<file path="src/logic/rpsc_pkg.sv">
package rpsc_pkg;

  // Settings register byte addresses
  localparam logic [7:0] WAKE_SET_ADDR = 8'h2b;
  localparam logic [7:0] PRE_SET_ADDR  = 8'h2c;
  localparam logic [7:0] DATA_SET_ADDR = 8'h2d;

  // Values after reset
  localparam logic [7:0] WAKE_SET_RST  = 8'h00;
  localparam logic [7:0] PRE_SET_RST   = 8'h00;
  localparam logic [7:0] DATA_SET_RST  = 8'h00;
  localparam logic [7:0] RDATA_RST     = 8'h00;

  // Field positions, common to all three settings registers
  localparam int GAP_MSB  = 7;
  localparam int GAP_LSB  = 6;
  localparam int TYPE_MSB = 5;
  localparam int TYPE_LSB = 4;
  localparam int INIT_MSB = 3;
  localparam int INIT_LSB = 2;
  localparam int ACQ_MSB  = 1;
  localparam int ACQ_LSB  = 0;

  // One demodulator sample per chip, two chips per bit
  localparam int CHIPS_PER_BIT   = 2;
  localparam int FRAC_W          = 4;
  localparam int LPF_SHORT_BITS  = 2;
  localparam int LPF_LONG_BITS   = 8;
  localparam int LPF_SHORT_SHIFT = $clog2(LPF_SHORT_BITS * CHIPS_PER_BIT);
  localparam int LPF_LONG_SHIFT  = $clog2(LPF_LONG_BITS * CHIPS_PER_BIT);

  // Acquisition lengths in bits
  localparam int ACQ_BITS_SHORT = 2;
  localparam int ACQ_BITS_MID   = 4;
  localparam int ACQ_BITS_LONG  = 8;
  localparam int ACQ_CNT_W      = 5;

  typedef enum logic [1:0] {
    PH_IDLE = 2'b00,
    PH_WAKE = 2'b01,
    PH_PRE  = 2'b10,
    PH_DATA = 2'b11
  } rpsc_phase_t;

  typedef enum logic [1:0] {
    SL_EDGE     = 2'b00,
    SL_HOLD     = 2'b01,
    SL_LP_SHORT = 2'b10,
    SL_LP_LONG  = 2'b11
  } rpsc_slicer_t;

  typedef enum logic [1:0] {
    INIT_NONE    = 2'b00,
    INIT_REG     = 2'b01,
    INIT_ACQ     = 2'b10,
    INIT_ACQ_RST = 2'b11
  } rpsc_init_t;

  typedef enum logic [1:0] {
    ACQ_OFF  = 2'b00,
    ACQ_2    = 2'b01,
    ACQ_4    = 2'b10,
    ACQ_8    = 2'b11
  } rpsc_acq_len_t;

endpackage

</file>
<file path="src/logic/rpsc_acq.sv">
`timescale 1ns/1ps
module rpsc_acq #(
  parameter int DATA_W = 8
) (
  input  wire logic              mclk_i,
  input  wire logic              rst_i,
  input  wire logic              ce_i,
  input  wire logic              start_i,
  input  wire logic              stop_i,
  input  wire logic [1:0]        len_i,
  input  wire logic [DATA_W-1:0] sample_i,
  input  wire logic              sample_valid_i,
  output logic [DATA_W-1:0]      result_o,
  output logic                   result_valid_o
);
  localparam int CW = rpsc_pkg::ACQ_CNT_W;
  localparam int AW = DATA_W + CW - 1;

  typedef struct packed {
    logic              run;
    logic [CW-1:0]     cnt;
    logic [AW-1:0]     acc;
    logic [DATA_W-1:0] result;
    logic              done;
  } rpsc_acq_state_t;

  rpsc_acq_state_t s_r;
  rpsc_acq_state_t s_nxt;
  logic [AW-1:0]   sum;

  function automatic logic [CW-1:0] win_last(input logic [1:0] len);
    case (rpsc_pkg::rpsc_acq_len_t'(len))
      rpsc_pkg::ACQ_2: win_last = CW'(rpsc_pkg::ACQ_BITS_SHORT * rpsc_pkg::CHIPS_PER_BIT - 1);
      rpsc_pkg::ACQ_4: win_last = CW'(rpsc_pkg::ACQ_BITS_MID * rpsc_pkg::CHIPS_PER_BIT - 1);
      rpsc_pkg::ACQ_8: win_last = CW'(rpsc_pkg::ACQ_BITS_LONG * rpsc_pkg::CHIPS_PER_BIT - 1);
      default:         win_last = '0;
    endcase
  endfunction

  function automatic int win_shift(input logic [1:0] len);
    case (rpsc_pkg::rpsc_acq_len_t'(len))
      rpsc_pkg::ACQ_2: win_shift = $clog2(rpsc_pkg::ACQ_BITS_SHORT * rpsc_pkg::CHIPS_PER_BIT);
      rpsc_pkg::ACQ_4: win_shift = $clog2(rpsc_pkg::ACQ_BITS_MID * rpsc_pkg::CHIPS_PER_BIT);
      rpsc_pkg::ACQ_8: win_shift = $clog2(rpsc_pkg::ACQ_BITS_LONG * rpsc_pkg::CHIPS_PER_BIT);
      default:         win_shift = 0;
    endcase
  endfunction

  always_comb
  begin
    sum = s_r.acc + AW'(sample_i);
    s_nxt = s_r;
    s_nxt.done = 1'b0;
    if (stop_i || len_i == 2'b00)
    begin
      s_nxt.run = 1'b0;
      s_nxt.cnt = '0;
      s_nxt.acc = '0;
    end
    else if (start_i)
    begin
      s_nxt.run = 1'b1;
      s_nxt.cnt = '0;
      s_nxt.acc = '0;
    end
    else if (s_r.run && sample_valid_i)
    begin
      // Greater-or-equal guards a length change in mid window
      if (s_r.cnt >= win_last(len_i))
      begin
        s_nxt.result = DATA_W'(sum >> win_shift(len_i));
        s_nxt.done   = 1'b1;
        s_nxt.cnt    = '0;
        s_nxt.acc    = '0;
      end
      else
      begin
        s_nxt.acc = sum;
        s_nxt.cnt = s_r.cnt + CW'(1);
      end
    end
  end

  always_ff @(posedge mclk_i)
  begin
    if (rst_i)
      s_r <= '0;
    else if (ce_i)
      s_r <= s_nxt;
  end

  assign result_o       = s_r.result;
  assign result_valid_o = s_r.done;

  a_acq_zero_len: assert property (@(posedge mclk_i) disable iff (rst_i)
    (ce_i && len_i == 2'b00) |=> !result_valid_o && !s_r.run)
    else $error("acquisition ran with zero length");

  a_acq_restart: assert property (@(posedge mclk_i) disable iff (rst_i)
    (ce_i && start_i && !stop_i && len_i != 2'b00) |=> (s_r.run && s_r.cnt == '0 && !s_r.done))
    else $error("acquisition start did not clear the window");
endmodule

</file>
<file path="src/logic/rpsc_edge.sv">
`timescale 1ns/1ps
module rpsc_edge #(
  parameter int DATA_W = 8
) (
  input  wire logic              mclk_i,
  input  wire logic              rst_i,
  input  wire logic              ce_i,
  input  wire logic              clear_i,
  input  wire logic [DATA_W-1:0] sample_i,
  input  wire logic              valid_i,
  input  wire logic [DATA_W-1:0] peak_i,
  output logic                   decision_o
);
  typedef struct packed {
    logic              lvl;
    logic [DATA_W-1:0] low;
    logic [DATA_W-1:0] high;
  } rpsc_edge_state_t;

  localparam rpsc_edge_state_t S_RST = '{lvl: 1'b0, low: '1, high: '0};

  rpsc_edge_state_t s_r;
  rpsc_edge_state_t s_nxt;

  // A swing of one full peak from the last extreme counts as an edge
  always_comb
  begin
    s_nxt = s_r;
    if (clear_i)
      s_nxt = S_RST;
    else if (valid_i)
    begin
      if (!s_r.lvl)
      begin
        if ({1'b0, sample_i} >= {1'b0, s_r.low} + {1'b0, peak_i})
        begin
          s_nxt.lvl  = 1'b1;
          s_nxt.high = sample_i;
        end
        else if (sample_i < s_r.low)
          s_nxt.low = sample_i;
      end
      else
      begin
        if ({1'b0, sample_i} + {1'b0, peak_i} <= {1'b0, s_r.high})
        begin
          s_nxt.lvl = 1'b0;
          s_nxt.low = sample_i;
        end
        else if (sample_i > s_r.high)
          s_nxt.high = sample_i;
      end
    end
  end

  always_ff @(posedge mclk_i)
  begin
    if (rst_i)
      s_r <= S_RST;
    else if (ce_i)
      s_r <= s_nxt;
  end

  // Look-ahead so the caller registers the decision only once
  assign decision_o = s_nxt.lvl;
endmodule

</file>
<file path="src/logic/rpsc_slicer_cfg.sv">
`timescale 1ns/1ps
// How it works
// - Wakeup phase uses wakeup settings register
// - Preamble phase uses preamble gaps and type
// - Data phase uses data gaps and type
// - Wakeup gap field is longest interval minus one
// - Preamble gap count applied in preamble phase
// - Data gap count applied in data phase
// - Type 00 edge, 01 level with held threshold
// - Type 10 level, four-chip low-pass threshold
// - Type 11 level, sixteen-chip low-pass threshold
// - Init code 00 never loads the threshold
// - Init code 01 loads initial value at start
// - Init code 10 acquires, updates on each result
// - Init code 11 also restarts on chip timeout
// - Acquisition length 0, 2, 4, 8 bits
// - Wakeup acquisition writes init value and threshold
// - Preamble init mode governs preamble and data
// - Preamble and data use preamble acquisition length
// - Edge slicer uses expected peak as reference
module rpsc_slicer_cfg #(
  parameter int DATA_W = 8
) (
  input  wire logic              mclk_i,
  input  wire logic              rst_i,
  input  wire logic              ce_i,
  input  wire logic              reg_wr_i,
  input  wire logic              reg_rd_i,
  input  wire logic [7:0]        reg_addr_i,
  input  wire logic [7:0]        reg_wdata_i,
  output logic [7:0]             reg_rdata_o,
  input  wire logic [1:0]        phase_i,
  input  wire logic              rx_start_i,
  input  wire logic              chip_timeout_i,
  input  wire logic [DATA_W-1:0] sample_i,
  input  wire logic              sample_valid_i,
  input  wire logic [DATA_W-1:0] threshold_initial_value_i,
  input  wire logic [DATA_W-1:0] expected_peak_modulation_i,
  output logic                   slice_bit_o,
  output logic                   slice_valid_o,
  output logic [DATA_W-1:0]      threshold_o,
  output logic                   init_update_o,
  output logic [DATA_W-1:0]      init_value_o,
  output logic [1:0]             gap_count_o,
  output logic [1:0]             slicer_type_o,
  output logic                   config_switch_o
);
  localparam int FW = rpsc_pkg::FRAC_W;
  localparam int AW = DATA_W + FW;

  if (DATA_W < 4 || DATA_W > 16)
  begin : g_width_check
    $error("DATA_W must lie between 4 and 16");
  end

  typedef struct packed {
    logic [7:0]        wake;
    logic [7:0]        pre;
    logic [7:0]        data;
    logic [7:0]        rdata;
    logic [AW-1:0]     thr_acc;
    logic              slice_lvl;
    logic              slice_vld;
    logic              init_upd;
    logic [DATA_W-1:0] init_val;
    logic [1:0]        gap;
    logic [1:0]        stype;
    logic [1:0]        phase_q;
    logic              sw;
  } rpsc_state_t;

  localparam rpsc_state_t S_RST = '{
    wake:    rpsc_pkg::WAKE_SET_RST,
    pre:     rpsc_pkg::PRE_SET_RST,
    data:    rpsc_pkg::DATA_SET_RST,
    rdata:   rpsc_pkg::RDATA_RST,
    default: '0
  };

  rpsc_state_t s_r;
  rpsc_state_t s_nxt;

  // Active configuration, chosen by phase
  logic [1:0]        act_gap;
  logic [1:0]        act_type;
  logic [1:0]        act_init;
  logic [1:0]        act_acq;
  logic              acq_start;
  logic              acq_stop;
  logic              acq_done;
  logic [DATA_W-1:0] acq_result;
  logic              edge_clear;
  logic              edge_decision;
  logic [DATA_W-1:0] thr_now;
  logic              phase_change;
  logic signed [AW:0] lp_diff;
  logic signed [AW:0] lp_step;

  assign thr_now      = s_r.thr_acc[AW-1:FW];
  assign phase_change = (phase_i != s_r.phase_q);

  always_comb
  begin
    act_gap  = 2'b00;
    act_type = 2'b00;
    act_init = 2'b00;
    act_acq  = 2'b00;
    case (rpsc_pkg::rpsc_phase_t'(phase_i))
      rpsc_pkg::PH_WAKE:
      begin
        act_gap  = s_r.wake[rpsc_pkg::GAP_MSB:rpsc_pkg::GAP_LSB];
        act_type = s_r.wake[rpsc_pkg::TYPE_MSB:rpsc_pkg::TYPE_LSB];
        act_init = s_r.wake[rpsc_pkg::INIT_MSB:rpsc_pkg::INIT_LSB];
        act_acq  = s_r.wake[rpsc_pkg::ACQ_MSB:rpsc_pkg::ACQ_LSB];
      end
      rpsc_pkg::PH_PRE:
      begin
        act_gap  = s_r.pre[rpsc_pkg::GAP_MSB:rpsc_pkg::GAP_LSB];
        act_type = s_r.pre[rpsc_pkg::TYPE_MSB:rpsc_pkg::TYPE_LSB];
        act_init = s_r.pre[rpsc_pkg::INIT_MSB:rpsc_pkg::INIT_LSB];
        act_acq  = s_r.pre[rpsc_pkg::ACQ_MSB:rpsc_pkg::ACQ_LSB];
      end
      rpsc_pkg::PH_DATA:
      begin
        act_gap  = s_r.data[rpsc_pkg::GAP_MSB:rpsc_pkg::GAP_LSB];
        act_type = s_r.data[rpsc_pkg::TYPE_MSB:rpsc_pkg::TYPE_LSB];
        act_init = s_r.pre[rpsc_pkg::INIT_MSB:rpsc_pkg::INIT_LSB];
        act_acq  = s_r.pre[rpsc_pkg::ACQ_MSB:rpsc_pkg::ACQ_LSB];
      end
      default:
      begin
        act_gap  = 2'b00;
        act_type = 2'b00;
        act_init = 2'b00;
        act_acq  = 2'b00;
      end
    endcase
  end

  // Acquisition control; an idle receiver stops any window in flight
  always_comb
  begin
    acq_start = (rx_start_i && act_init[1])
             || (chip_timeout_i && act_init == rpsc_pkg::INIT_ACQ_RST);
    acq_stop  = !act_init[1] || phase_i == rpsc_pkg::PH_IDLE;
  end

  // Edge tracking is stale after a phase change or a type switch
  assign edge_clear = rx_start_i || phase_change || act_type != rpsc_pkg::SL_EDGE;

  rpsc_acq #(
    .DATA_W(DATA_W)
  ) u_acq (
    .mclk_i         (mclk_i),
    .rst_i          (rst_i),
    .ce_i           (ce_i),
    .start_i        (acq_start),
    .stop_i         (acq_stop),
    .len_i          (act_acq),
    .sample_i       (sample_i),
    .sample_valid_i (sample_valid_i),
    .result_o       (acq_result),
    .result_valid_o (acq_done)
  );

  rpsc_edge #(
    .DATA_W(DATA_W)
  ) u_edge (
    .mclk_i     (mclk_i),
    .rst_i      (rst_i),
    .ce_i       (ce_i),
    .clear_i    (edge_clear),
    .sample_i   (sample_i),
    .valid_i    (sample_valid_i),
    .peak_i     (expected_peak_modulation_i),
    .decision_o (edge_decision)
  );

  always_comb
  begin
    lp_diff = $signed({1'b0, sample_i, {FW{1'b0}}}) - $signed({1'b0, s_r.thr_acc});
    if (act_type == rpsc_pkg::SL_LP_SHORT)
      lp_step = lp_diff >>> rpsc_pkg::LPF_SHORT_SHIFT;
    else
      lp_step = lp_diff >>> rpsc_pkg::LPF_LONG_SHIFT;

    s_nxt = s_r;
    s_nxt.init_upd = 1'b0;
    s_nxt.slice_vld = 1'b0;
    s_nxt.phase_q = phase_i;
    s_nxt.sw = phase_change;
    s_nxt.gap = act_gap;
    s_nxt.stype = act_type;

    // Register port; a read and a write in one cycle return the old value
    if (reg_wr_i)
    begin
      case (reg_addr_i)
        rpsc_pkg::WAKE_SET_ADDR: s_nxt.wake = reg_wdata_i;
        rpsc_pkg::PRE_SET_ADDR:  s_nxt.pre  = reg_wdata_i;
        rpsc_pkg::DATA_SET_ADDR: s_nxt.data = reg_wdata_i;
        default:                 s_nxt.wake = s_r.wake;
      endcase
    end
    if (reg_rd_i)
    begin
      case (reg_addr_i)
        rpsc_pkg::WAKE_SET_ADDR: s_nxt.rdata = s_r.wake;
        rpsc_pkg::PRE_SET_ADDR:  s_nxt.rdata = s_r.pre;
        rpsc_pkg::DATA_SET_ADDR: s_nxt.rdata = s_r.data;
        default:                 s_nxt.rdata = 8'h00;
      endcase
    end

    // Threshold: a load beats the filter; code 00 never loads
    if (rx_start_i && act_init == rpsc_pkg::INIT_REG)
      s_nxt.thr_acc = {threshold_initial_value_i, {FW{1'b0}}};
    else if (acq_done && act_init[1])
    begin
      s_nxt.thr_acc  = {acq_result, {FW{1'b0}}};
      s_nxt.init_val = acq_result;
      s_nxt.init_upd = 1'b1;
    end
    else if (sample_valid_i && act_type[1])
      s_nxt.thr_acc = AW'($signed({1'b0, s_r.thr_acc}) + lp_step);

    // Slicing; type 01 leaves the threshold as it stands
    if (sample_valid_i)
    begin
      s_nxt.slice_vld = 1'b1;
      if (act_type == rpsc_pkg::SL_EDGE)
        s_nxt.slice_lvl = edge_decision;
      else
        s_nxt.slice_lvl = (sample_i > thr_now);
    end
  end

  always_ff @(posedge mclk_i)
  begin
    if (rst_i)
      s_r <= S_RST;
    else if (ce_i)
      s_r <= s_nxt;
  end

  assign reg_rdata_o     = s_r.rdata;
  assign slice_bit_o     = s_r.slice_lvl;
  assign slice_valid_o   = s_r.slice_vld;
  assign threshold_o     = thr_now;
  assign init_update_o   = s_r.init_upd;
  assign init_value_o    = s_r.init_val;
  assign gap_count_o     = s_r.gap;
  assign slicer_type_o   = s_r.stype;
  assign config_switch_o = s_r.sw;

  a_wake_type_sel: assert property (@(posedge mclk_i) disable iff (rst_i)
    (ce_i && phase_i == rpsc_pkg::PH_WAKE)
    |=> slicer_type_o == $past(s_r.wake[5:4]) && gap_count_o == $past(s_r.wake[7:6]))
    else $error("wakeup phase not using wakeup settings");

  a_pre_type_sel: assert property (@(posedge mclk_i) disable iff (rst_i)
    (ce_i && phase_i == rpsc_pkg::PH_PRE) |=> slicer_type_o == $past(s_r.pre[5:4]))
    else $error("preamble phase slicer type wrong");

  a_pre_gap_sel: assert property (@(posedge mclk_i) disable iff (rst_i)
    (ce_i && phase_i == rpsc_pkg::PH_PRE) |=> gap_count_o == $past(s_r.pre[7:6]))
    else $error("preamble phase gap count wrong");

  a_data_cfg_sel: assert property (@(posedge mclk_i) disable iff (rst_i)
    (ce_i && phase_i == rpsc_pkg::PH_DATA)
    |=> gap_count_o == $past(s_r.data[7:6]) && slicer_type_o == $past(s_r.data[5:4]))
    else $error("data phase settings wrong");

  a_init_reg_load: assert property (@(posedge mclk_i) disable iff (rst_i)
    (ce_i && rx_start_i && act_init == 2'b01) |=> threshold_o == $past(threshold_initial_value_i))
    else $error("threshold not loaded from initial value");

  a_hold_thresh: assert property (@(posedge mclk_i) disable iff (rst_i)
    (ce_i && act_type == 2'b01 && !acq_done && !(rx_start_i && act_init == 2'b01))
    |=> $stable(threshold_o))
    else $error("held threshold changed");

  a_never_init: assert property (@(posedge mclk_i) disable iff (rst_i)
    (ce_i && act_init == 2'b00 && !act_type[1]) |=> $stable(threshold_o) && !init_update_o)
    else $error("threshold loaded with init code 00");

  a_acq_update: assert property (@(posedge mclk_i) disable iff (rst_i)
    (ce_i && acq_done && act_init[1] && !(rx_start_i && act_init == 2'b01))
    |=> init_update_o && threshold_o == init_value_o && init_value_o == $past(acq_result))
    else $error("acquisition result not written");

  a_timeout_restart: assert property (@(posedge mclk_i) disable iff (rst_i)
    (ce_i && chip_timeout_i && act_init == 2'b11 && act_acq != 2'b00)
    |=> u_acq.s_r.run && u_acq.s_r.cnt == '0)
    else $error("chip timeout did not restart acquisition");

  a_lp_short_toward: assert property (@(posedge mclk_i) disable iff (rst_i)
    (ce_i && sample_valid_i && act_type == 2'b10 && !acq_done && !rx_start_i
     && sample_i >= thr_now) |=> threshold_o >= $past(thr_now))
    else $error("short filter moved away from sample");

  a_phase_switch: assert property (@(posedge mclk_i) disable iff (rst_i)
    (ce_i && phase_i != s_r.phase_q) |=> config_switch_o)
    else $error("phase change not flagged");

  // Enable low must leave threshold, type, gap, valid, read data and update flag where they were
  a_ce_freeze: assert property (@(posedge mclk_i) disable iff (rst_i)
    !ce_i |=> $stable(threshold_o) && $stable(slicer_type_o) && $stable(gap_count_o)
      && $stable(slice_valid_o) && $stable(reg_rdata_o) && $stable(init_update_o))
    else $error("state moved while clock enable low");

  a_data_acq_gate: assert property (@(posedge mclk_i) disable iff (rst_i)
    (ce_i && phase_i == rpsc_pkg::PH_DATA && acq_done && s_r.pre[3]) |=> init_update_o)
    else $error("data phase ignored preamble init mode");

  a_idle_cfg_zero: assert property (@(posedge mclk_i) disable iff (rst_i)
    (ce_i && phase_i == rpsc_pkg::PH_IDLE)
    |=> gap_count_o == 2'b00 && slicer_type_o == 2'b00 && !init_update_o)
    else $error("idle phase configuration not cleared");

  a_slice_valid: assert property (@(posedge mclk_i) disable iff (rst_i)
    ce_i |=> slice_valid_o == $past(sample_valid_i))
    else $error("slice valid does not follow sample");

  a_level_bit: assert property (@(posedge mclk_i) disable iff (rst_i)
    (ce_i && sample_valid_i && act_type != 2'b00)
    |=> slice_bit_o == ($past(sample_i) > $past(thr_now)))
    else $error("level slice decision wrong");

  a_lp_long_toward: assert property (@(posedge mclk_i) disable iff (rst_i)
    (ce_i && sample_valid_i && act_type == 2'b11 && !acq_done && !rx_start_i
     && sample_i >= thr_now) |=> threshold_o >= $past(thr_now))
    else $error("long filter moved away from sample");

  a_init_reg_no_acq: assert property (@(posedge mclk_i) disable iff (rst_i)
    (ce_i && act_init == 2'b01) |=> !init_update_o)
    else $error("acquisition update with init code 01");

  // Writes land one cycle after the strobe
  a_reg_write: assert property (@(posedge mclk_i) disable iff (rst_i)
    (ce_i && reg_wr_i && reg_addr_i == rpsc_pkg::PRE_SET_ADDR) |=> s_r.pre == $past(reg_wdata_i))
    else $error("settings write did not land");

  a_unmapped_read: assert property (@(posedge mclk_i) disable iff (rst_i)
    (ce_i && reg_rd_i
     && (reg_addr_i < rpsc_pkg::WAKE_SET_ADDR || reg_addr_i > rpsc_pkg::DATA_SET_ADDR))
    |=> reg_rdata_o == 8'h00)
    else $error("unmapped read not zero");
endmodule

</file>
<file path="config.mk">
export PLATFORM = sky130hd
export DESIGN_NAME = rpsc_slicer_cfg
export DESIGN_NICKNAME = d
export VERILOG_FILES = /design/src/logic/rpsc_pkg.sv /design/src/logic/rpsc_acq.sv /design/src/logic/rpsc_edge.sv /design/src/logic/rpsc_slicer_cfg.sv
export SDC_FILE = /design/constraint.sdc
export NUM_CORES = 1
export LEC_CHECK = 0
export BUFFER_PORTS_ARGS = -buffer_cell sky130_fd_sc_hd__clkbuf_2
export CORE_MARGIN = 4
export CORE_UTILIZATION = 55
export CTS_BUF_LIST = sky130_fd_sc_hd__clkbuf_4 sky130_fd_sc_hd__clkbuf_8
export DETAILED_ROUTE_END_ITERATION = 6
export PLACE_DENSITY = 0.75
export RECOVER_POWER = 25
export SYNTH_ARGS = -nofsm -noshare
export SYNTH_HDL_FRONTEND = slang
export SYNTH_HIERARCHICAL = 1
export SYNTH_SLANG_ARGS = --single-unit
</file>
<file path="constraint.sdc">
create_clock -name mclk_i -period 4.8 [get_ports mclk_i]
set_input_delay 0.96 -clock mclk_i [delete_from_list [all_inputs] [get_ports mclk_i]]
set_output_delay 0.96 -clock mclk_i [all_outputs]
set_load 0.01 [all_outputs]
</file>
# --- After elaboration in Yosys (flattened, before gate mapping) ---
# Cells that the tools add are included.
totals:
  register_bits: 106
  wordCells: 129
op_classes:
  addsub: 6
  n_lt_le_gt_ge: 6
  n_eq_ne: 17
  shift: 1
  n_mux: 40
  bitwise: 3
  reduce_logical: 35
ops:
  columns: ["operator", "n"]
  rows:
  - ["2-to-1 mux 32 bit", 4]
  - ["2-to-1 mux 17 bit", 5]
  - ["2-to-1 mux 8 bit", 5]
  - ["2-to-1 mux 12 bit", 3]
  - ["2-to-1 mux 9 bit", 4]
  - [">> shifter 12 x 32 -> 8 bit", 1]
  - ["2-to-1 mux 26 bit", 1]
  - ["equality test 8 x 6 -> 1 bit, second input constant", 3]
  - ["one-hot mux 8 bit (3 select lines)", 1]
  - ["adder 8 x 8 -> 9 bit", 2]
  - ["2-to-1 mux 18 bit", 1]
  - ["> comparator 8 bit", 2]
  - ["2-to-1 mux 5 bit", 3]
  - ["AND reduction 5 bit", 3]
  - ["subtractor 12 x 12 -> 13 bit", 1]
  - ["adder 12 x 11 -> 12 bit", 1]
  - ["adder 12 x 8 -> 12 bit", 1]
  - ["equality test 2 bit, second input constant", 6]
  - ["one-hot mux 2 bit (3 select lines)", 2]
  - ["one-hot mux 4 bit (3 select lines)", 1]
  - ["AND reduction 3 bit", 4]
  - ["nonzero test 3 bit", 4]
  - ["2-to-1 mux 10 bit", 1]
  - ["AND reduction 2 bit", 5]
  - ["19 further kinds", 44]

# --- Depth between registers and ports, before layout ---
# Gate-level depths: netlist (run 1).
logic_depth:
  ltp_word: 18
  mapped_depth: 17

# --- By module ---
# The synthesis (run 1) kept the hierarchy.
modules_own_cells:
  columns: ["mod", "n_inst", "cells_per_inst", "area_each_um2"]
  rows:
  - ["rpsc_slicer_cfg", 1, 515, 4227.8]
  - ["rpsc_edge", 1, 253, 2204.6]
  - ["rpsc_acq", 1, 272, 2137.0]

# --- Worst setup path before layout (run 1) ---
# OpenSTA, ideal clock, no wires.
synth_path:
  kind: "input to register"
  from: "input sample_i[1]"
  to: "register s_r (netlist bit threshold_o[7])"
  setup_ns: 0.062
  arrival_time_ns: 4.157
  path_slack_ns: 0.581
  cell_stages: 15
  n_path_buf: 1
  cell_sequence: "ha_1 -> clkbuf_1 -> inv_1 -> o31ai_2 -> a31oi_1 -> o21ai_0 -> xnor2_1 -> o21ai_0 -> ha_1 -> nand2_1 -> nor3_1 -> a2111oi_0 -> or3_1 -> or4b_1 -> nand3_1"
synth_via:
  elab_chain_len: 6
synth_rtl:
  columns: ["element", "line", "source"]
  rows:
  - ["from (decl)", "rpsc_slicer_cfg.sv:35", "input wire logic [DATA_W-1:0] sample_i,"]
  - ["subtractor 12 x 12 -> 13 bit (*)", "rpsc_slicer_cfg.sv:181", "lp_diff = $signed({1'b0, sample_i, {FW{1'b0}}}) - $signed({1'b0, s_r.thr_acc});"]
  - ["2-to-1 mux 10 bit", "rpsc_slicer_cfg.sv:182", "if (act_type == rpsc_pkg::SL_LP_SHORT)"]
  - ["adder 12 x 11 -> 12 bit (*)", "rpsc_slicer_cfg.sv:225", "s_nxt.thr_acc = AW'($signed({1'b0, s_r.thr_acc}) + lp_step);"]
  - ["2-to-1 mux 12 bit (*)", "rpsc_slicer_cfg.sv:224", "else if (sample_valid_i && act_type[1])"]
  - ["2-to-1 mux 12 bit (*)", "rpsc_slicer_cfg.sv:218", "else if (acq_done && act_init[1])"]
  - ["2-to-1 mux 12 bit (*)", "rpsc_slicer_cfg.sv:216", "if (rx_start_i && act_init == rpsc_pkg::INIT_REG)"]
  - ["to (signal assigned)", "rpsc_slicer_cfg.sv:243", "s_r <= s_nxt;"]
  - ["to (decl)", "rpsc_slicer_cfg.sv:80", "rpsc_state_t s_r;"]
# Mark *: on every way between the ends. The rest lies on a longest branch, timed or not. The select of a mux whose other input is x is not followed.
# A chain may end at the register's enable or synchronous reset.

# --- Worst setup path in the final report (run 1) ---
layout_path:
  from: "input phase_i[1]"
  to: "register s_r (netlist bit threshold_o[4])"
layout_via:
  elab_chain_len: 8
  word_cells_on_any_way: 18
  cone_classes: "add/sub: 1; eq/ne: 5; mux: 6; reduce/logical: 6"
layout_rtl:
  columns: ["element", "line", "source"]
  rows:
  - ["from (decl)", "rpsc_slicer_cfg.sv:32", "input wire logic [1:0] phase_i,"]
  - ["equality test 2 bit or equality test 2 x 1 -> 1 bit (tied branches)", "rpsc_slicer_cfg.sv:108", "case (rpsc_pkg::rpsc_phase_t'(phase_i))"]
  - ["one-hot mux 2 bit (3 select lines)", "rpsc_slicer_cfg.sv:108", null]
  - ["equality test 2 bit", "rpsc_slicer_cfg.sv:182", null]
  - ["2-to-1 mux 10 bit", "rpsc_slicer_cfg.sv:182", null]
  - ["adder 12 x 11 -> 12 bit", "rpsc_slicer_cfg.sv:225", null]
  - ["2-to-1 mux 12 bit", "rpsc_slicer_cfg.sv:224", null]
  - ["2-to-1 mux 12 bit", "rpsc_slicer_cfg.sv:218", null]
  - ["2-to-1 mux 12 bit", "rpsc_slicer_cfg.sv:216", null]
# Several ways; a longest one is shown, not always the timed one. The select of a mux whose other input is x is not followed.

==> out/qor_table.md, run 1 <==
| Parameter | Reported |
|---|---|
| Pin count of the biggest net entering global routing | 69 |
| DR iter-0 viols | 689 |
| Worst slew margin | 33.8% |
| Later-pin clock latency in the skew report | 0.39 ns |
| CP arrival | 4.52 ns |
| Power density over the cells | 211 mW/mm² |
| Die area | 0.0176 mm² |
| Routed wire length | 21.4 mm |
| Synthesized net count | 1181 |
| Post-synthesis to final-layout area growth | 5.68% |
| Number of synthesized flops with an enable pin | 0 |
| Skew final | 0.0189 ns |
| Root buffer cell | clkbuf_8 |
| Flop2flop setup slack | 0.77 ns |
| Total overflow reported by the global router | 0 |
| Cell Rows | 45 |
| Total count of max-transition violations in the final report | 0 |
| Number of standard cells after synthesis | 1040 |
| Share of the synthesized area in compound gates (AO/OA/AOI/OAI) | 23.9% |
| Post-layout worst setup margin | 0.528 ns |
| Commonest non-fill, non-tap cell in the layout | nor2_1 |
| Start of the worst register-to-register path | threshold_o[1] |
| Fin crit share | 89.0% |
| Critical path start-end classification | in -> reg |
| Transition time at the pin with the least slew margin | 0.993 ns |
| Fillcell total | 1415 |
| Post-synthesis xor/xnor area fraction | 3.27% |
| CP Launch Type | input port |
| Min Clock Period, post-route | 4.27 ns |
| Post-synth ARST share | 0% |
| Final weighted congestion in routability-driven placement | 0.906 |
| Starting utilization of the core area | 56.2% |
| Worst min-delay path category | reg -> reg |
| Antenna violations before repair | 0 |
| Leak Pwr | 3.74 nW |
| Result of the run | complete, no violations |
| Number of max-cap violations | 0 |
| Most frequent cells in the layout | nor2_1, dfxtp_1, ha_1 |
| Post-CTS clock slew at the launch and capture registers of the worst setup and hold paths | 0.11 ns |
| HPWL reported at the end of detailed placement | 16.5 mm |
| TritonCTS clock tree | built |
| Number of nets in the layout | 1210 |
| Setup-violating endpoint count in the final report | 0 |
| Core ar. | 0.0153 mm² |
| Total routing resource utilization after global routing | 24.1% |
| Share of cell area taken by muxes after synthesis | 6.64% |
| Max Buffers Root-to-Sink | 2 |
| Number of hold violations in the final report | 0 |
| Timing startpoint of the critical path | phase_i[1] |
| Hold buffers post-CTS | 0 |
| Netlist area before placement | 0.00857 mm² |
| Count of boundary I/O pins | 82 |
| Vias in the first global route | 7196 |
| Die extent in x | 133 µm |
| Seq/Total Area, Yosys | 24.8% |
| Synthesis warning total | 6 |
| Vias after detailed routing | 7740 |
| Smallest hold slack | 0.465 ns |
| Routed via count divided by cell count | 6.02 |
| Number of buffers added on ports | 81 |
| Worst ir drop on vdd | 0.000160 V |
| Number of distinct library cells after synthesis | 85 |
| Endpoint kind of the worst setup timing path | flop |
| Timing endpoint of the critical path | threshold_o[4] |
| Synth Area in Simple Gates | 20.0% |
| Pre-CTS setup slack | 0.228 ns |
| Die Height | 133 µm |
| First-pass iteration count of the detailed router | 7 |
| Dominant register cell in the synthesized netlist | dfxtp_1 |
| Synthesized area per cell | 8.24 µm² |
| Antenna cell count | 0 |
| Main combinational cell family by area after synthesis | compound AO/OA/AOI/OAI gates |
| Post-cts sizing count | 0 |
| Post-DR wirelength/cell | 16.7 µm |
| Layout cell share with drive strength beyond 1 | 11.5% |
| RSZ-0062 raised after global routing | false |
| Adder and majority gate portion of the synthesized area | 13.6% |
| First-pass GRT wire length | 35.6 mm |
| Fmax | 234 MHz |
| Maximum level of the CTS H-tree | 3 |
| Required time worst endpoint | 5.04 ns |
| Postcts setup bufs | 0 |
| Register bit total from synthesis | 106 |
| Antenna viol nets, final | 0 |
| Setup TNS after final layout | 0 ns |
| Post-detailed-route DRC marker count | 0 |
| Reg2reg end | threshold_o[7] |
| Number of buffers inserted during clock tree synthesis | 9 |
| Clock sink count | 106 |
| Worst r2r path cells | 15 |
| Maximum fanout encountered on the critical timing path | 13 |
==> sequential cells by signal, indices dropped and copies added (netlist names), 2 cells and up <==
name and cells:
gap_count_o 2, init_value_o 8, reg_rdata_o 8, s_r 30
slicer_type_o 2, threshold_o 8, u_acq/result_o 8, u_acq/s_r 18
u_edge/s_r 17
==> where the power goes <==
| group | total (mW) | switching [mW] | internal, mW |
|---|---|---|---|
| clock | 0.600 | 0.341 | 0.258 |
| sequential | 0.893 | 0.00623 | 0.886 |
| combinational | 0.419 | 0.246 | 0.173 |
==> synthesized netlist by cell type (9+ instances only) <==
master | instances | area share [%]
a211oi_1 | 29 | 2.5
a21o_1 | 17 | 1.5
a21oi_1 | 71 | 4.1
a222oi_1 | 9 | 1.1
a22oi_1 | 21 | 1.8
buf_4 | 40 | 3.5
clkbuf_1 | 30 | 1.3
dfxtp_1 | 106 | 25
ha_1 | 87 | 13
inv_1 | 53 | 2.3
mux2i_1 | 43 | 5.0
nand2_1 | 72 | 3.2
nand2b_1 | 18 | 1.3
nand3_1 | 20 | 1.2
nand4_1 | 11 | 0.80
nor2_1 | 131 | 5.7
nor2b_1 | 12 | 0.88
nor3_1 | 16 | 0.93
o21a_1 | 13 | 1.1
o21ai_0 | 47 | 2.7
xnor2_1 | 20 | 2.0
xor2_1 | 12 | 1.2
==> stage by stage <==
| step | cell area [µm²] | power [mW] | cells | utilization (%) |
|---|---|---|---|---|
| after floorplan | 8570 | 1.21 | 1040 | - |
| after global placement | 8880 | 1.32 | 1269 | 58.2 |
| after detailed placement | 8880 | 1.33 | 1269 | 58.2 |
| after CTS | 9100 | 1.92 | 1285 | 59.6 |
| after global routing | 9060 | 2.00 | 1285 | 59.4 |
| final | 9060 | 1.91 | 1285 | 59.4 |
==> routing by layer <==
metal  global-route usage, %  wire length, µm  vias up
met5                       0                0        -
met4                    6.47              376        0
met3                    3.61              892       35
met2                    40.5            10200      208
met1                    32.4             9950     3657
li1                        -                -     3840
==> worst max-delay path: stages <==
cell,delay [ns]
clkbuf_2,0.18
mux2_2,0.35
a22oi_1,0.36
nand2_1,0.35
nand2_1,0.14
o21ai_0,0.12
a221o_1,0.40
fa_1,0.42
nand2b_1,0.20
a21oi_1,0.33
nor2_1,0.12
o31a_1,0.29
o21ai_0,0.21
a221oi_2,0.08
==> cell families (layout without fill, tap and decap cells) <==
group,after synthesis,count (layout)
fa+ha+maj,91,91
buf+inv,130,164
simple gates,339,339
flops,106,106
compound gates,289,289
mux,53,53
xor+xnor,32,32
==> how the worst min path moves through the flow <==
stage	start	end	slack (ns)	depth (start not counted)
finish	init_value_o[3]	init_value_o[3]	0.47	2
global route	u_edge/s_r[1]	u_edge/s_r[1]	0.48	2
CTS	init_value_o[3]	init_value_o[3]	0.46	2
detailed placement	init_value_o[3]	init_value_o[3]	0.45	2
global placement	init_value_o[3]	init_value_o[3]	0.45	2
floorplan	u_acq/result_o[5]	u_acq/result_o[5]	0.43	2
==> final cells by class <==
cell class                 count  area, µm²  area share [%]
clock buffer                  10        131            1.45
sequential                   106       2120            23.4
inverter                      53        199            2.20
timing repair buffer          95        473            5.22
clock inverter                 6       81.3           0.898
tap                          211        264            2.92
multi-input combinational    804       5790            63.9
(Power assumes the default switching activity.)
==> run 2, diff against run 1 <==
Settings changed: ABC_AREA set to 1, SYNTH_HIERARCHICAL 1 to unset.
==> out/qor_table.md, run 2 <==
| Parameter | Reported | Change |
|---|---|---|
| Max Buffers Root-to-Sink | 2 | unchanged |
| CP arrival | 4.07 ns | -0.45 ns |
| Final weighted congestion in routability-driven placement | 0.914 | +0.91% |
| Antenna violations before repair | 0 | unchanged |
| Layout cell share with drive strength beyond 1 | 9.11% | -2.4 points |
| Sw Ratio | 33.1% | +2.0 points |
| Vias after detailed routing | 7918 | +2.3% |
| Top post-synthesis cells by count | nand2_1, inv_1, a21oi_1 |  |
| Critical path, cell by cell | clkbuf_2, inv_2, nand2_4, o22ai_1, ha_1, clkinv_1, ha_1, a21boi_0, nor3_1, nand2_1, inv_2, nand3_1, a21oi_1 |  |
| Synthesized area per cell | 6.77 µm² | -18% |
| Number of hold violations in the final report | 0 | unchanged |
| Number of buffers added on ports | 81 | unchanged |
| Area of the multi-input gates | 0.00510 mm² | -12% |
| Share of total power in combinational logic | 24.6% | +2.7 points |
| Post-synth ARST share | 0% | unchanged |
| Power density over the cells | 229 mW/mm² | +8.7% |
| Setup-violating endpoint count in the final report | 0 | unchanged |
| Pin count of the biggest net entering global routing | 46 | -33% |
| Number of max-cap violations | 0 | unchanged |
| Cell internal power dissipation | 1.33 mW | +0.99% |
| Cell Rows | 44 | -2.2% |
| Min Clock Period, post-route | 3.76 ns | -0.516 ns |
| Synthesis warning total | 0 | -6 |
| Area share of the leading cell type in the synthesized netlist | 25.9% | +1.1 points |
| DR iter-0 viols | 561 | -19% |
| Fin crit share | 78.2% | -11 points |
| Path length in cells of the critical path | 13 | -1 |
| HPWL reported at the end of detailed placement | 16.4 mm | -0.55% |
| Worst min-delay path category | reg -> reg |  |
| Commonest non-fill, non-tap cell in the layout | nand2_1 |  |
| Skew final | 0.0161 ns | -0.00285 ns |
| Library cell with the highest instance count after synthesis | nand2_1 |  |
| Start of the worst register-to-register path | threshold_o[1] |  |
| Transition time at the pin with the least slew margin | 1.07 ns | +0.0719 ns |
| Slowest stage cell on the critical path | ha_1 |  |
| Flop2flop setup slack | 1.37 ns | +0.60 ns |
| Total routing resource utilization after global routing | 25.0% | +0.90 points |
| Routed via count divided by cell count | 5.51 | -8.5% |
| Number of buffers inserted during clock tree synthesis | 9 | unchanged |
| Postcts setup bufs | 0 | unchanged |
| Reg power frac | 45.8% | -0.9 points |
| Total overflow reported by the global router | 0 | unchanged |
| Post-route standard cell area excluding fillers | 0.00867 mm² | -4.3% |
| Die extent in x | 130 µm | -2.1% |
| Vias in the first global route | 7161 | -0.49% |
| Die area | 0.0169 mm² | -4.1% |
| Timing endpoint of the critical path | u_acq.s_r[15] |  |
| Reg with most FFs | s_r |  |
| Critical path start-end classification | in -> reg |  |
| Largest registers in the final layout | s_r (30), u_acq.s_r (18), u_edge.s_r (17) |  |
| Worst r2r path cells | 21 | +6 |
| Fillcell total | 1471 | +4.0% |
| Starting utilization of the core area | 56.2% | about the same |
| Hold buffers post-CTS | 0 | unchanged |
| Number of synthesized flops with an enable pin | 0 | unchanged |
| Result of the run | complete, no violations |  |
| Dominant register cell in the synthesized netlist | dfxtp_1 |  |
| Cell family contributing the most delay on the critical path | buffers and inverters |  |
| Netlist area before placement | 0.00819 mm² | -4.4% |
| Post-DR wirelength/cell | 14.7 µm | -12% |
| Synthesized net count | 1349 | +14% |
| Antenna viol nets, final | 0 | unchanged |
| Routed wire length | 21.1 mm | -1.6% |
| Worst ir drop on vdd | 0.000198 V | +23% |
| Core ar. | 0.0146 mm² | -4.4% |
| Seq. cell area | 0.00212 mm² | unchanged |
| Cells taking the most area after synthesis | dfxtp_1, nand2_1, ha_1 |  |
| Number of distinct library cells after synthesis | 52 | -39% |
| Clock sink count | 106 | unchanged |
| Biggest area consumer among synthesized cells | dfxtp_1 |  |
| Maximum fanout encountered on the critical timing path | 12 | -1 |
| Leak Pwr | 4.03 nW | +7.6% |
| Smallest hold slack | 0.459 ns | -0.00612 ns |
| Largest register FFs | 30 | unchanged |
| Post-detailed-route DRC marker count | 0 | unchanged |
| Worst path bufs/invs | 4 | +3 |
| Count of boundary I/O pins | 82 | unchanged |
| Register bit total from synthesis | 106 | unchanged |
| Worst slew margin | 29.0% | -4.8 points |
| Largest incremental delay on the critical path | 0.42 ns | about the same |
| Antenna cell count | 0 | unchanged |
| Later-pin clock latency in the skew report | 0.40 ns | about the same |
| Die Height | 130 µm | -2.1% |
| Most frequent cells in the layout | nand2_1, inv_1, a21oi_1 |  |
| Part of the total power dissipated in the clock network | 29.6% | -1.8 points |
| Seq/Total Area, Yosys | 25.9% | +1.1 points |
| Number of standard cells after synthesis | 1211 | +16% |
| TritonCTS clock tree | built |  |
| Maximum level of the CTS H-tree | 3 | unchanged |
| CP Launch Type | input port |  |
| First-pass GRT wire length | 34.2 mm | -3.9% |
| Instance area at placement | 0.00850 mm² | -4.3% |
| Net switching power | 657 µW | +11% |
| Post-cts sizing count | 0 | unchanged |
| Total count of max-transition violations in the final report | 0 | unchanged |
| Reg2reg end | threshold_o[5] |  |
| First-pass iteration count of the detailed router | 5 | -2 |
| RSZ-0062 raised after global routing | false |  |
| Required time worst endpoint | 5.12 ns | +0.08 ns |
| Root buffer cell | clkbuf_8 |  |
| Endpoint kind of the worst setup timing path | flop |  |
| Post-synthesis to final-layout area growth | 5.77% | about the same |
| Fmax | 266 MHz | +14% |
| Timing startpoint of the critical path | phase_i[1] |  |
| Setup TNS after final layout | 0 ns | unchanged |
| Post-CTS clock slew at the launch and capture registers of the worst setup and hold paths | 0.11 ns | about the same |
| Number of nets in the layout | 1385 | +14% |
[run 2: per-stage QoR]
| stage | instances | setup WS [ns] | util, % | total power [mW] |
|---|---|---|---|---|
| floorplan | 1211 | 1.25 | - | 1.29 |
| global route | 1436 | 0.697 | 59.4 | 2.10 |
| global placement | 1420 | 0.746 | 58.3 | 1.41 |
| detailed placement | 1420 | 0.677 | 58.3 | 1.42 |
| CTS | 1436 | 1.10 | 59.7 | 2.00 |
| finish | 1436 | 1.04 | 59.4 | 1.99 |
[run 2: worst min path at each step]
stage	from	end	slack (ns)	cells past startpoint
after floorplan	s_r[38]	s_r[38]	0.43	2
after global placement	s_r[38]	s_r[38]	0.44	2
after detailed placement	s_r[40]	s_r[40]	0.45	2
after CTS	s_r[40]	s_r[40]	0.46	2
after global routing	s_r[40]	s_r[40]	0.48	2
final	s_r[40]	s_r[40]	0.46	2
[run 2: area by class of cell]
cell class	count	share of cell area, %
clock buffers	9	1.43
clock inverters	7	0.953
inverters	159	6.91
multi-input cells	884	58.8
flip-flops and latches	106	24.5
well taps	184	2.66
repair buffers	87	4.76
[run 2: worst min-delay path, cell delays in order (launching register included)]
cell,delay (ns)
dfxtp_1,0.31
inv_1,0.06
a21oi_1,0.05
[run 2: per-layer routing]
metal  global-route usage [%]  vias up  wire length (µm)
met4                     7.40        0               369
met2                     41.9      159             10000
met3                     2.87       28               836
met5                        0        -                 0
li1                         -     4098                 -
met1                     34.0     3633              9870
[run 2: cell families after synthesis]
| logic type | synth area share, % |
|---|---|
| AO/OA/AOI/OAI | 18.4 |
| flip-flops | 25.9 |
| adder cells (fa/ha/maj) | 13.8 |
| AND/OR/NAND/NOR | 26.6 |
| buffers and inverters | 11.9 |
| XOR/XNOR | 3.21 |
| multiplexers | 0.122 |
[run 2: power groups by stage]
stage | combinational [mW] | sequential, mW | clock (mW)
4_1_cts | 0.491 | 0.910 | 0.598
2_1_floorplan | 0.365 | 0.926 | 0
5_1_grt | 0.564 | 0.912 | 0.628
3_5_place_dp | 0.488 | 0.930 | 0
3_3_place_gp | 0.475 | 0.930 | 0
6_report | 0.489 | 0.910 | 0.588
==> run 3, diff against run 2 <==
Settings changed: PLACE_DENSITY 0.75 to 0.78.
Clock period 4.8 ns to 3.1 ns, I/O delays scaled along.
==> out/qor_table.md, run 3 (synthesis results as in run 2) <==
| Parameter | Reported | Change |
|---|---|---|
| Result of the run | finished with violations |  |
| Violations in the final reports | max-capacitance violations, max-slew violations |  |
| Vias after detailed routing | 8491 | +7.2% |
| Largest registers in the final layout | s_r (30), u_acq.s_r (18), u_edge.s_r (17) |  |
| Number of buffers inserted during clock tree synthesis | 9 | unchanged |
| DR iter-0 viols | 746 | +33% |
| Maximum level of the CTS H-tree | 3 | unchanged |
| Post-synthesis to final-layout area growth | 18.9% |  |
| Routed wire length | 22.9 mm | +8.3% |
| TritonCTS clock tree | built |  |
| Cell internal power dissipation | 2.12 mW | +59% |
| Endpoint kind of the worst setup timing path | flop |  |
| Post-route standard cell area excluding fillers | 0.00975 mm² | +12% |
| Post-DR wirelength/cell | 14.8 µm | +0.67% |
| Largest incremental delay on the critical path | 0.35 ns | -0.07 ns |
| Critical path start-end classification | in -> reg |  |
| Net switching power | 1.08 mW | +65% |
| Layout cell share with drive strength beyond 1 | 19.8% | +11 points |
| Clock sink count | 106 | unchanged |
| Count of boundary I/O pins | 82 | unchanged |
| Critical path, cell by cell | clkbuf_2, ha_1, nand2_1, inv_1, nand2_1, nor3_2, nand2_1, nand4_1, nand2_1, nand2_1, inv_1, ha_1, a21oi_2, o21bai_1, a21oi_1, o21ai_1, nand3b_1, nand3_1, a21oi_1 |  |
| Fillcell total | 1300 | -12% |
| Worst min-delay path category | reg -> reg |  |
| Fmax | 338 MHz |  |
| Routed via count divided by cell count | 5.50 | -0.33% |
| Power density over the cells | 328 mW/mm² | +43% |
| Fin crit share | 95.3% |  |
| Later-pin clock latency in the skew report | 0.40 ns | about the same |
| Antenna cell count | 0 | unchanged |
| Antenna viol nets, final | 0 | unchanged |
| Vias in the first global route | 7685 | +7.3% |
| Worst ir drop on vdd | 0.000278 V | +41% |
| Final core utilization | 66.8% | +7.4 points |
| Total routing resource utilization after global routing | 26.5% | +1.4 points |
| Cell Rows | 44 | unchanged |
| Post-detailed-route DRC marker count | 0 | unchanged |
| Pin count of the biggest net entering global routing | 49 | +6.5% |
| Transition time at the pin with the least slew margin | 2.21 ns | +1.14 ns |
| Instance area at placement | 0.00930 mm² | +9.5% |
| Area of the multi-input gates | 0.00532 mm² | +4.3% |
| Part of the total power dissipated in the clock network | 26.4% | -3.2 points |
| Setup-violating endpoint count in the final report | 0 | unchanged |
| Worst slew margin | -47.1% | -76 points |
| Antenna violations before repair | 0 | unchanged |
| Maximum fanout encountered on the critical timing path | 4 | -8 |
| Number of buffers added on ports | 81 | unchanged |
| Skew final | 0.0152 ns | -0.000892 ns |
| Number of nets in the layout | 1494 | +7.9% |
| Core ar. | 0.0146 mm² | unchanged |
| Seq. cell area | 0.00213 mm² | +0.59% |
| Total overflow reported by the global router | 0 | unchanged |
| Final weighted congestion in routability-driven placement | 0.951 | +4.1% |
| Share of total power in combinational logic | 29.5% | +4.9 points |
| Reg with most FFs | s_r |  |
| Die Height | 130 µm | unchanged |
| Cell family contributing the most delay on the critical path | simple AND/OR/NAND/NOR gates |  |
| Starting utilization of the core area | 56.2% | unchanged |
| Leak Pwr | 4.60 nW | +14% |
| Reg power frac | 44.1% | -1.7 points |
| Total count of max-transition violations in the final report | 46 | +46 |
| Die extent in x | 130 µm | unchanged |
| Largest register FFs | 30 | unchanged |
| HPWL reported at the end of detailed placement | 17.7 mm | +7.6% |
| Root buffer cell | clkbuf_8 |  |
| Slowest stage cell on the critical path | ha_1 |  |
| Worst path most repeated cell | nand2_1 |  |
| Number of hold violations in the final report | 0 | unchanged |
| Commonest non-fill, non-tap cell in the layout | nand2_1 |  |
| Min Clock Period, post-route | 2.95 ns |  |
| Max Buffers Root-to-Sink | 2 | unchanged |
| Most frequent cells in the layout | nand2_1, inv_1, a21oi_1 |  |
| CP arrival | 3.24 ns | -0.83 ns |
| First-pass iteration count of the detailed router | 5 | unchanged |
| Worst path bufs/invs | 3 | -1 |
| Required time worst endpoint | 3.38 ns | -1.74 ns |
| Sw Ratio | 33.9% | +0.80 points |
| First-pass GRT wire length | 36.0 mm | +5.2% |
| CP Launch Type | input port |  |
| Flop2flop setup slack | 0.17 ns | -1.20 ns |
| Number of max-cap violations | 1 | +1 |
| Post-CTS clock slew at the launch and capture registers of the worst setup and hold paths | 0.11 ns | about the same |
| Die area | 0.0169 mm² | unchanged |
## run 3: per-stage QoR
| step | total power [mW] | instances | setup WS [ns] | hold slack [ns] | TNS (ns) |
|---|---|---|---|---|---|
| 2_1_floorplan | 2.00 | 1211 | 0.00302 | 0.430 | 0 |
| 3_3_place_gp | 2.29 | 1521 | -0.326 | 0.440 | -6.44 |
| 3_5_place_dp | 2.31 | 1521 | -0.384 | 0.454 | -7.89 |
| 4_1_cts | 3.14 | 1537 | 0.0239 | 0.471 | 0 |
| 5_1_grt | 3.40 | 1545 | -0.0674 | 0.491 | -0.214 |
| 6_report | 3.20 | 1545 | 0.146 | 0.466 | 0 |
## run 3: final timing paths
path               start        endpoint  cells after the start
min              s_r[40]         s_r[40]                      2
max          sample_i[2]  threshold_o[7]                     19
max reg2reg      s_r[18]  threshold_o[4]                     21
min reg2reg      s_r[40]         s_r[40]                      2
## run 3: routing by layer
layer / up-vias / wire (µm) / global-route usage [%]
met5: - / 0 / 0
met4: 0 / 708 / 8.56
met3: 51 / 1290 / 5.57
met2: 250 / 10900 / 43.9
met1: 3878 / 9920 / 34.4
li1: 4312 / - / -
## run 3: worst reg2reg max path: cells and delay by family (launching register included)
kind	cells	cell delay (ns)
fa+ha+maj	1	0.30
xor+xnor	2	0.29
compound gates	5	0.58
simple gates	10	1.04
buf+inv	3	0.27
flops	1	0.35
## run 3: power by group through the flow
stage | logic (mW) | clock network (mW) | registers [mW]
6_report | 0.945 | 0.845 | 1.41
4_1_cts | 0.873 | 0.861 | 1.41
3_3_place_gp | 0.848 | 0 | 1.44
2_1_floorplan | 0.567 | 0 | 1.43
3_5_place_dp | 0.868 | 0 | 1.44
5_1_grt | 1.07 | 0.926 | 1.41
## run 3: what timing repair did
action / 4_1_cts / 5_1_grt
hold buffers: 0 / 0
setup buffers: 0 / 8
setup endpoints to repair: 0 / 26
resized for setup: 0 / 58
## run 3: layout make-up
cell class / count / area share [%]
Clock buffer: 10 / 1.35
Multi-Input combinational cell: 884 / 54.5
Clock inverter: 6 / 0.629
Sequential cell: 106 / 21.9
Inverter: 159 / 6.15
Timing Repair Buffer: 196 / 13.1
Tap cell: 184 / 2.36
